`src/tcn_pkg.sv`:
```
package tcn_pkg;
  // register offsets on the plain register port (byte addresses)
  localparam logic [2:0] OFF_CONTROL   = 3'h0;
  localparam logic [2:0] OFF_COUNT_LOW = 3'h1;
  localparam logic [2:0] OFF_COUNT_HI  = 3'h2;
  localparam logic [2:0] OFF_IRQ_STAT  = 3'h3;
  localparam logic [2:0] OFF_IRQ_MASK  = 3'h4;
  // control register field positions
  localparam int BIT_RUN_ENABLE   = 0;
  localparam int BIT_CLK_SOURCE   = 1;
  localparam int BIT_SYNC_DISABLE = 2;
  localparam int BIT_OSC_ENABLE   = 3;
  localparam int BIT_PRESCALE_LO  = 4;
  localparam int BIT_SYSCLK_OSC   = 6;
  localparam int BIT_WIDE_ACCESS  = 7;
  // writable bits of the control register (clock status is read only)
  localparam logic [7:0] CONTROL_WR_MASK = 8'hBF;
  localparam logic [7:0] CONTROL_RESET   = 8'h00;
  // interrupt status layout
  localparam int BIT_OVERFLOW_FLAG = 0;
  localparam logic [7:0] IRQ_IMPL_MASK = 8'h01;
  // instruction clock is the reference clock divided by this figure
  localparam int          INSTR_DIV      = 4;
  localparam logic [1:0]  INSTR_LAST_PH  = 2'(INSTR_DIV - 1);
  localparam logic [15:0] COUNT_ALL_ONES = 16'hFFFF;
endpackage : tcn_pkg

```
`src/tcn_presc_if.sv`:
```
`timescale 1ns/1ps
`default_nettype none
// carries the selected clock tick into the prescaler and its output back
interface tcn_presc_if;
  logic       in_tick;   // one selected input clock edge
  logic       clear;     // restart the division
  logic [1:0] sel;       // prescale code
  logic       out_tick;  // divided tick toward the counter
  modport ctrl (output in_tick, output clear, output sel, input out_tick);
  modport div  (input in_tick, input clear, input sel, output out_tick);
endinterface : tcn_presc_if
`default_nettype wire

```
`src/tcn_timer.sv`:
```
`timescale 1ns/1ps
`default_nettype none
// Contract
// - run bit enables counting
// - source select with sync picks mode
// - internal source counts instruction cycles divided by the prescaler (every one at 1:1)
// - external source counts pin or oscillator edges
// - sync bit synchronises external clock only
// - oscillator enable drives or stops oscillator
// - access bit picks sixteen or eight bit
// - count readable and writable as two bytes
// - special event trigger clears count
// - enabled block forces pins input, reads zero
// - control resets zero; clock status read only
module tcn_timer (
  input  wire logic       ref_clk,
  input  wire logic       rst_n,
  // register port
  input  wire logic [2:0] reg_addr,
  input  wire logic [7:0] reg_wdata,
  input  wire logic       reg_wr,
  input  wire logic       reg_rd,
  output logic      [7:0] reg_rdata,
  // surrounding chip
  input  wire logic       special_event,
  input  wire logic       system_clock_from_timer_osc,
  input  wire logic [1:0] port_direction,
  output logic      [1:0] pin_is_input,
  output logic      [1:0] pin_read_value,
  output logic            irq,
  // pins: oscillator input, and shared external clock / oscillator output
  input  wire logic       oscillator_input_pin_i,
  input  wire logic       external_clock_pin_i,
  output logic            oscillator_output_pin_o,
  output logic            oscillator_output_pin_oe
);
  tcn_presc_if pif ();

  // register state
  logic [7:0]  control_reg;      // timer_control
  logic [7:0]  control_next;
  logic [15:0] count_reg;        // the 16-bit count
  logic [15:0] count_next;
  logic [7:0]  high_buf_reg;     // high byte buffer for wide access
  logic [7:0]  high_buf_next;
  logic [7:0]  irq_stat_reg;     // sticky event flags
  logic [7:0]  irq_stat_next;
  logic [7:0]  irq_mask_reg;     // enables for the flags
  logic [7:0]  irq_mask_next;
  logic [7:0]  rdata_reg;        // read data, one cycle after strobe
  logic [7:0]  rdata_next;
  // instruction clock phase
  logic [1:0]  phase_reg;
  logic [1:0]  phase_next;
  // pin synchronisers: first stage, second stage, edge history
  logic [1:0]  pin_s1_reg;
  logic [1:0]  pin_s2_reg;
  logic [1:0]  pin_s3_reg;
  logic        ext_pend_reg;     // edge waiting for the instruction cycle
  logic        ext_pend_next;

  // control fields
  logic        run_enable;
  logic        clock_source_select;
  logic        sync_disable;
  logic        oscillator_enable;
  logic [1:0]  prescale_select;
  logic        wide_access_mode;
  // derived events
  logic        instr_tick;       // one reference cycle per instruction
  logic        src_level;        // selected external level, synchronised
  logic        src_last;         // same level one cycle earlier
  logic        ext_edge;         // rising edge of selected source
  logic        ext_tick;         // edge after optional synchronisation
  logic        inc;              // counter advances this cycle
  logic        wr_ctl;
  logic        wr_low;
  logic        wr_high;

  assign run_enable          = control_reg[tcn_pkg::BIT_RUN_ENABLE];
  assign clock_source_select = control_reg[tcn_pkg::BIT_CLK_SOURCE];
  assign sync_disable        = control_reg[tcn_pkg::BIT_SYNC_DISABLE];
  assign oscillator_enable   = control_reg[tcn_pkg::BIT_OSC_ENABLE];
  assign prescale_select     = control_reg[tcn_pkg::BIT_PRESCALE_LO +: 2];
  assign wide_access_mode    = control_reg[tcn_pkg::BIT_WIDE_ACCESS];

  assign wr_ctl  = reg_wr && (reg_addr == tcn_pkg::OFF_CONTROL);
  assign wr_low  = reg_wr && (reg_addr == tcn_pkg::OFF_COUNT_LOW);
  assign wr_high = reg_wr && (reg_addr == tcn_pkg::OFF_COUNT_HI);

  // instruction cycle marker: reference clock divided by four
  assign instr_tick = (phase_reg == tcn_pkg::INSTR_LAST_PH);

  // source level: oscillator input when enabled, else external pin
  always_comb begin
    if (oscillator_enable) begin
      src_level = pin_s2_reg[1];
      src_last  = pin_s3_reg[1];
    end else begin
      src_level = pin_s2_reg[0];
      src_last  = pin_s3_reg[0];
    end
  end
  assign ext_edge = src_level && !src_last;

  // external tick: direct when unsynchronised, else at instruction cycle
  always_comb begin
    ext_pend_next = ext_pend_reg;
    ext_tick      = 1'b0;
    if (!clock_source_select || !run_enable) begin
      // sync bit ignored while the internal clock is used
      ext_pend_next = 1'b0;
    end else if (sync_disable) begin
      ext_tick      = ext_edge;
      ext_pend_next = 1'b0;
    end else if (instr_tick) begin
      ext_tick      = ext_edge || ext_pend_reg;
      ext_pend_next = 1'b0;
    end else begin
      ext_pend_next = ext_pend_reg || ext_edge;
    end
  end

  // prescaler hookup
  always_comb begin
    // source select chooses timer or counter operation
    if (clock_source_select) begin
      pif.in_tick = run_enable && ext_tick;
    end else begin
      pif.in_tick = run_enable && instr_tick;
    end
    pif.sel   = prescale_select;
    pif.clear = wr_ctl || wr_low || wr_high;
  end

  tcn_prescaler u_prescaler (
    .ref_clk (ref_clk),
    .rst_n   (rst_n),
    .pif     (pif.div)
  );

  assign inc = run_enable && pif.out_tick;

  // next register state, register side effects and read mux
  always_comb begin
    control_next  = control_reg;
    count_next    = count_reg;
    high_buf_next = high_buf_reg;
    irq_stat_next = irq_stat_reg;
    irq_mask_next = irq_mask_reg;
    rdata_next    = 8'h00;
    phase_next    = 2'(phase_reg + 2'h1);
    // counting
    if (inc) begin
      count_next = 16'(count_reg + 16'h0001);
    end
    // software writes
    if (wr_ctl) begin
      // clock status bit is not writable
      control_next = (reg_wdata & tcn_pkg::CONTROL_WR_MASK);
    end
    if (wr_low) begin
      if (wide_access_mode) begin
        // buffered high byte goes in with the low byte
        count_next = {high_buf_reg, reg_wdata};
      end else begin
        count_next[7:0] = reg_wdata;
      end
    end
    if (wr_high) begin
      if (wide_access_mode) begin
        high_buf_next = reg_wdata;
      end else begin
        count_next[15:8] = reg_wdata;
      end
    end
    if (reg_wr && (reg_addr == tcn_pkg::OFF_IRQ_MASK)) begin
      irq_mask_next = reg_wdata & tcn_pkg::IRQ_IMPL_MASK;
    end
    if (reg_wr && (reg_addr == tcn_pkg::OFF_IRQ_STAT)) begin
      // write one to clear
      irq_stat_next = irq_stat_reg & ~reg_wdata;
    end
    // wrap sets the flag; the set wins over a same-cycle clear
    if (inc && (count_reg == tcn_pkg::COUNT_ALL_ONES)) begin
      irq_stat_next[tcn_pkg::BIT_OVERFLOW_FLAG] = 1'b1;
    end
    // special event trigger has the last word on the count
    if (special_event) begin
      count_next = 16'h0000;
    end
    // reads
    if (reg_rd) begin
      case (reg_addr)
        tcn_pkg::OFF_CONTROL: begin
          rdata_next = control_reg;
          rdata_next[tcn_pkg::BIT_SYSCLK_OSC] =
            system_clock_from_timer_osc;
        end
        tcn_pkg::OFF_COUNT_LOW: begin
          rdata_next = count_reg[7:0];
          if (wide_access_mode) begin
            // capture high byte so both halves match
            high_buf_next = count_reg[15:8];
          end
        end
        tcn_pkg::OFF_COUNT_HI: begin
          if (wide_access_mode) begin
            rdata_next = high_buf_reg;
          end else begin
            rdata_next = count_reg[15:8];
          end
        end
        tcn_pkg::OFF_IRQ_STAT: begin
          rdata_next = irq_stat_reg;
        end
        tcn_pkg::OFF_IRQ_MASK: begin
          rdata_next = irq_mask_reg;
        end
        default: begin
          // unmapped addresses read zero
          rdata_next = 8'h00;
        end
      endcase
    end
  end

  // registers only
  always_ff @(posedge ref_clk) begin
    if (!rst_n) begin
      control_reg  <= tcn_pkg::CONTROL_RESET;
      count_reg    <= 16'h0000;
      high_buf_reg <= 8'h00;
      irq_stat_reg <= 8'h00;
      irq_mask_reg <= 8'h00;
      rdata_reg    <= 8'h00;
      phase_reg    <= 2'h0;
      ext_pend_reg <= 1'b0;
      pin_s1_reg   <= 2'h0;
      pin_s2_reg   <= 2'h0;
      pin_s3_reg   <= 2'h0;
    end else begin
      control_reg  <= control_next;
      count_reg    <= count_next;
      high_buf_reg <= high_buf_next;
      irq_stat_reg <= irq_stat_next;
      irq_mask_reg <= irq_mask_next;
      rdata_reg    <= rdata_next;
      phase_reg    <= phase_next;
      ext_pend_reg <= ext_pend_next;
      // two-stage synchroniser, then edge history
      pin_s1_reg   <= {oscillator_input_pin_i, external_clock_pin_i};
      pin_s2_reg   <= pin_s1_reg;
      pin_s3_reg   <= pin_s2_reg;
    end
  end

  assign reg_rdata = rdata_reg;
  assign irq       = |(irq_stat_reg & irq_mask_reg);

  // oscillator amplifier: inverts the input, off when disabled
  assign oscillator_output_pin_oe = oscillator_enable;
  assign oscillator_output_pin_o  = oscillator_enable && !pin_s2_reg[1];

  // port override while the block runs
  always_comb begin
    if (run_enable) begin
      pin_is_input   = 2'h3;
      pin_read_value = 2'h0;
    end else begin
      pin_is_input   = port_direction;
      pin_read_value = {pin_s2_reg[1], pin_s2_reg[0]};
    end
  end
endmodule : tcn_timer
`default_nettype wire

```
`src/tcn_prescaler.sv`:
```
`timescale 1ns/1ps
`default_nettype none
// divides input ticks by 1, 2, 4 or 8
module tcn_prescaler (
  input  wire logic  ref_clk,
  input  wire logic  rst_n,
  tcn_presc_if.div   pif
);
  logic [2:0] div_cnt_reg;   // ticks seen in the current period
  logic [2:0] div_cnt_next;
  logic [2:0] last_val;      // count value that ends a period

  // next count and output tick
  always_comb begin
    last_val = 3'((4'h1 << pif.sel) - 4'h1);
    div_cnt_next = div_cnt_reg;
    pif.out_tick = 1'b0;
    if (pif.clear) begin
      // a control or count write restarts the division
      div_cnt_next = 3'h0;
    end else if (pif.in_tick) begin
      if (div_cnt_reg == last_val) begin
        pif.out_tick = 1'b1;
        div_cnt_next = 3'h0;
      end else begin
        div_cnt_next = 3'(div_cnt_reg + 3'h1);
      end
    end
  end

  // registers only
  always_ff @(posedge ref_clk) begin
    if (!rst_n) begin
      div_cnt_reg <= 3'h0;
    end else begin
      div_cnt_reg <= div_cnt_next;
    end
  end
endmodule : tcn_prescaler
`default_nettype wire

```
`config.mk`:
```
export PLATFORM = sky130hd
export DESIGN_NAME = tcn_timer
export DESIGN_NICKNAME = d
export VERILOG_FILES = /design/src/tcn_pkg.sv /design/src/tcn_presc_if.sv /design/src/tcn_timer.sv /design/src/tcn_prescaler.sv
export SDC_FILE = /design/constraint.sdc
export NUM_CORES = 1
export LEC_CHECK = 0
export ABC_AREA = 1
export BUFFER_PORTS_ARGS = -buffer_cell sky130_fd_sc_hd__clkbuf_2
export CELL_PAD_IN_SITES_DETAIL_PLACEMENT = 1
export CELL_PAD_IN_SITES_GLOBAL_PLACEMENT = 1
export CORE_MARGIN = 5
export CORE_UTILIZATION = 37
export DETAILED_ROUTE_END_ITERATION = 8
export GPL_TIMING_DRIVEN = 0
export HOLD_SLACK_MARGIN = 0.1
export MAX_ROUTING_LAYER = met4
export PLACE_DENSITY_LB_ADDON = 0.1
export RECOVER_POWER = 25
export SYNTH_ARGS = -nofsm -noshare
export SYNTH_HDL_FRONTEND = slang
export SYNTH_SLANG_ARGS = --single-unit
```
`constraint.sdc`:
```
create_clock -name ref_clk -period 1.8 [get_ports ref_clk]
set_clock_uncertainty 0.2 [all_clocks]
set_input_delay 0.09 -clock ref_clk [delete_from_list [all_inputs] [get_ports ref_clk]]
set_output_delay 0.09 -clock ref_clk [all_outputs]
set_load 0.05 [all_outputs]
```
==> metrics.md <==
| Metric | Value |
|---|---|
| Status | finished, violations left |
| Violated checks | setup timing |
| Simple-gate share of the synthesized area | 0.298 |
| Leak | 1.71 nW |
| CTS Root Cell | clkbuf_8 |
| RSZ-0062 raised after global routing | true |
| Top Ports | 36 |
| Fin util | 0.497 |
| Setup crit end kind | flop |
| Tightest Pin Transition | 603 ps |
| Final Max Tran Viols | 0 |
| Startpoint class of the critical path | flop |
| Initial drt markers | about 230 |
| Worst endpoint required time | 1830 ps |
| Syn Inst Count | 487 |
| PortBufs | 35 |
| Fin Setup TNS | -691 ps |
| Headroom to the max-slew limit | 0.600 |
| WP data arrival | 1900 ps |
| Vias in the first global route | approximately 3700 |
| Crit-path max FO | 6 |
| Share of the yosys chip area belonging to registers | 0.370 |
| Ys Warns | 0 |
| CTS buffer count | 9 |
| Syn Nets | 511 |
| Max Clk Rate | 0.534 GHz |
| Die X | 104 microns |
| Fin crit share | 1.04 |
| Final min period | 1870 ps |
| Total Power | 3.10 mW |
| Library cells used by synthesis | 32 |
| First-pass GRT wire length | 19700 microns |
| Total GRT Usage | 0.236 |
| Mux contribution to synthesized area | 0 |
| Remaining DRCs | 0 |
| Fin nets | 588 |
| Async SR Flop Fraction | 0 |
| Worst min path class | in2reg |
| Total congestion overflow | 0 |
| Final setup viols | 15 |
| Final hold vios | 0 |
| H-tree depth | 3 |
| Clock Latency Late Sink | 350 ps |
| Clock sinks | 60 |
| CTS clk-pin slew, worst paths | around 80 ps |
| Synth Area in Adders | 0.0116 |
| Diode count | 0 |
| Synthesized area per cell | 6.66 sq um |
| Pwr dens | just over 700 nW/um^2 |
| Antenna Nets Post-Route | 0 |
| Compound-Gate Fraction of Synth Area | 0.186 |
| Placer Congestion | approximately 0.87 |
| Xor and xnor fraction of the mapped netlist area | 0.0270 |
| Placed standard-cell area | 3560 sq um |
| Pin count of the biggest net entering global routing | 13 |
| Commonest register cell after synthesis | dfxtp_1 |
| WS Path Type | reg2reg |
| Final WS setup | -73.4 ps |
| Core Region | 8640 sq um |
| Post-synth EDFFs | 0 |
| Die area | 10700 sq um |
| Post-synthesis register bit count | 60 |
| Share of post-route cells with drive strength above 1 | 0.237 |
| Initial DRT Pass Iterations | 5 |
| Max clock buf depth | 2 |
| Initial Util | 0.376 |
| Cell area after layout | 4290 sq um |
| FP Rows | 34 |
| Max-Cap Viols | 0 |
| DPL Wire Length | roughly 8800 microns |
| CTS tree | yes |
| Area growth, synth to finish | 32.2% |
| Number of vias per cell | between 5 and 6 |
| Pre-CTS setup slack | -315 ps |
| Largest family of logic cells by synthesized area | simple AND/OR/NAND/NOR gates |
| VDD IR max | 0.000372 V |
| Initial antenna violation count | 0 |
| Drt wl/cell | roughly 18 microns |
| Total routed wirelength | 12400 microns |
| Synth Cell Area | 3240 sq um |
| Die Height | 104 microns |
| Vias | 3630 |
| Number of flip-flops in the largest register | 16 |
-- metal layers --
layer / vias up / track usage / wire, microns
li1: 1742 / - / -
met1: 1750 / 0.304 / 5640
met2: 111 / 0.373 / 5880
met3: 27 / 0.0491 / 560
met4: 0 / 0.0675 / 293
met5: - / - / 0
-- power by group --
group          internal (mW)  leakage [nW]  switching, mW
combinational          0.112          1.10          0.217
sequential              1.34         0.496         0.0208
clock                  0.789         0.114          0.618
-- cells in the final DEF (no fill, tap or decap), types with 4 or more instances in the layout --
master / netlist / final
a21oi_1: 30 / 24
a21oi_2: 0 / 6
a221oi_1: 8 / 8
a31oi_1: 7 / 7
buf_4: 0 / 8
clkbuf_1: 9 / 16
clkbuf_2: 0 / 27
clkbuf_8: 0 / 9
dfxtp_1: 60 / 42
dfxtp_2: 0 / 13
dfxtp_4: 0 / 5
dlygate4sd3_1: 0 / 19
inv_1: 72 / 67
inv_2: 3 / 6
nand2_1: 113 / 99
nand2_2: 1 / 12
nand3_1: 40 / 33
nand3_2: 0 / 6
nand4_1: 4 / 4
nor2_1: 52 / 52
o211ai_1: 4 / 4
o21ai_0: 43 / 38
o21ai_2: 3 / 5
xor2_1: 7 / 7
-- Yosys cell counts, types with 2 or more instances --
cell type  count  area share
nor2_2         3      0.0058
clkbuf_1       9       0.010
xnor2_1        3      0.0081
nor3_4         2       0.010
a31oi_1        7       0.013
nor3_1         3      0.0046
or2_2          2      0.0039
ha_1           3       0.012
nand2_1      113        0.13
nand3_1       40       0.062
o21ai_0       43       0.066
o21ai_2        3      0.0081
nand4_1        4      0.0077
inv_1         72       0.083
a221oi_1       8       0.022
xor2_1         7       0.019
dfxtp_1       60        0.37
o211ai_1       4      0.0093
o22ai_1        4      0.0077
buf_6          2      0.0069
nor2_1        52       0.060
inv_2          3      0.0035
a21oi_1       30       0.046
buf_2          2      0.0031
-- through the flow --
stage,hold slack (ps),std cells
floorplan,-12.4,487
global placement,71.0,630
detailed placement,82.5,630
CTS,113,673
global route,205,677
finish,97.4,677
-- worst max-delay path: stages, from the launching register on --
cell and delay, ps:
dfxtp_4 360, o21ai_2 150, nand2_2 100, nor3_4 320
nand3_4 200, buf_6 180, nand2_2 60, nand2_1 60
nand2_1 60, a21oi_1 60
-- logic make-up (layout without fill, tap and decap cells) --
group                      after synthesis  in the layout
buffers and inverters                   88            170
DFF                                     60             60
AOI/OAI and AO/OA                      103            103
xor gates and xnor gates                10             10
and+or+nand+nor                        223            223
adders and majority gates                3              3
-- final timing paths --
| path | cells past startpoint | endpoint | start | slack (ps) |
|---|---|---|---|---|
| max | 9 | count_reg[8]$_SDFF_PP0_ | control_reg[4]$_SDFFE_PN0P_ | -70 |
| min reg2reg | 2 | pin_s2_reg[1]$_SDFF_PN0_ | pin_s1_reg[1]$_SDFF_PN0_ | 210 |
| max reg2reg | 9 | count_reg[8]$_SDFF_PP0_ | control_reg[4]$_SDFFE_PN0P_ | -70 |
| min | 4 | control_reg[2]$_SDFFE_PN0P_ | reg_wr | 100 |
-- timing repair --
item,CTS,global route
pin swaps,9,15
cloned,0,1
setup endpoints to repair,24,24
gates resized for setup,29,52
hold buffers,20,0
buffers inserted,7,4
endpoints found under the hold margin,50,0
-- area by class of cell --
type | instances | area, sq um
well taps | 108 | 135
multi-input cells | 339 | 1850
inverters | 75 | 287
repair buffers | 66 | 480
clock buffers | 9 | 124
plain buffers | 13 | 76.3
fillers | 1136 | 4350
flip-flops and latches | 60 | 1240
clock inverters | 7 | 100
No activity file was read; power rests on OpenSTA's default activity.
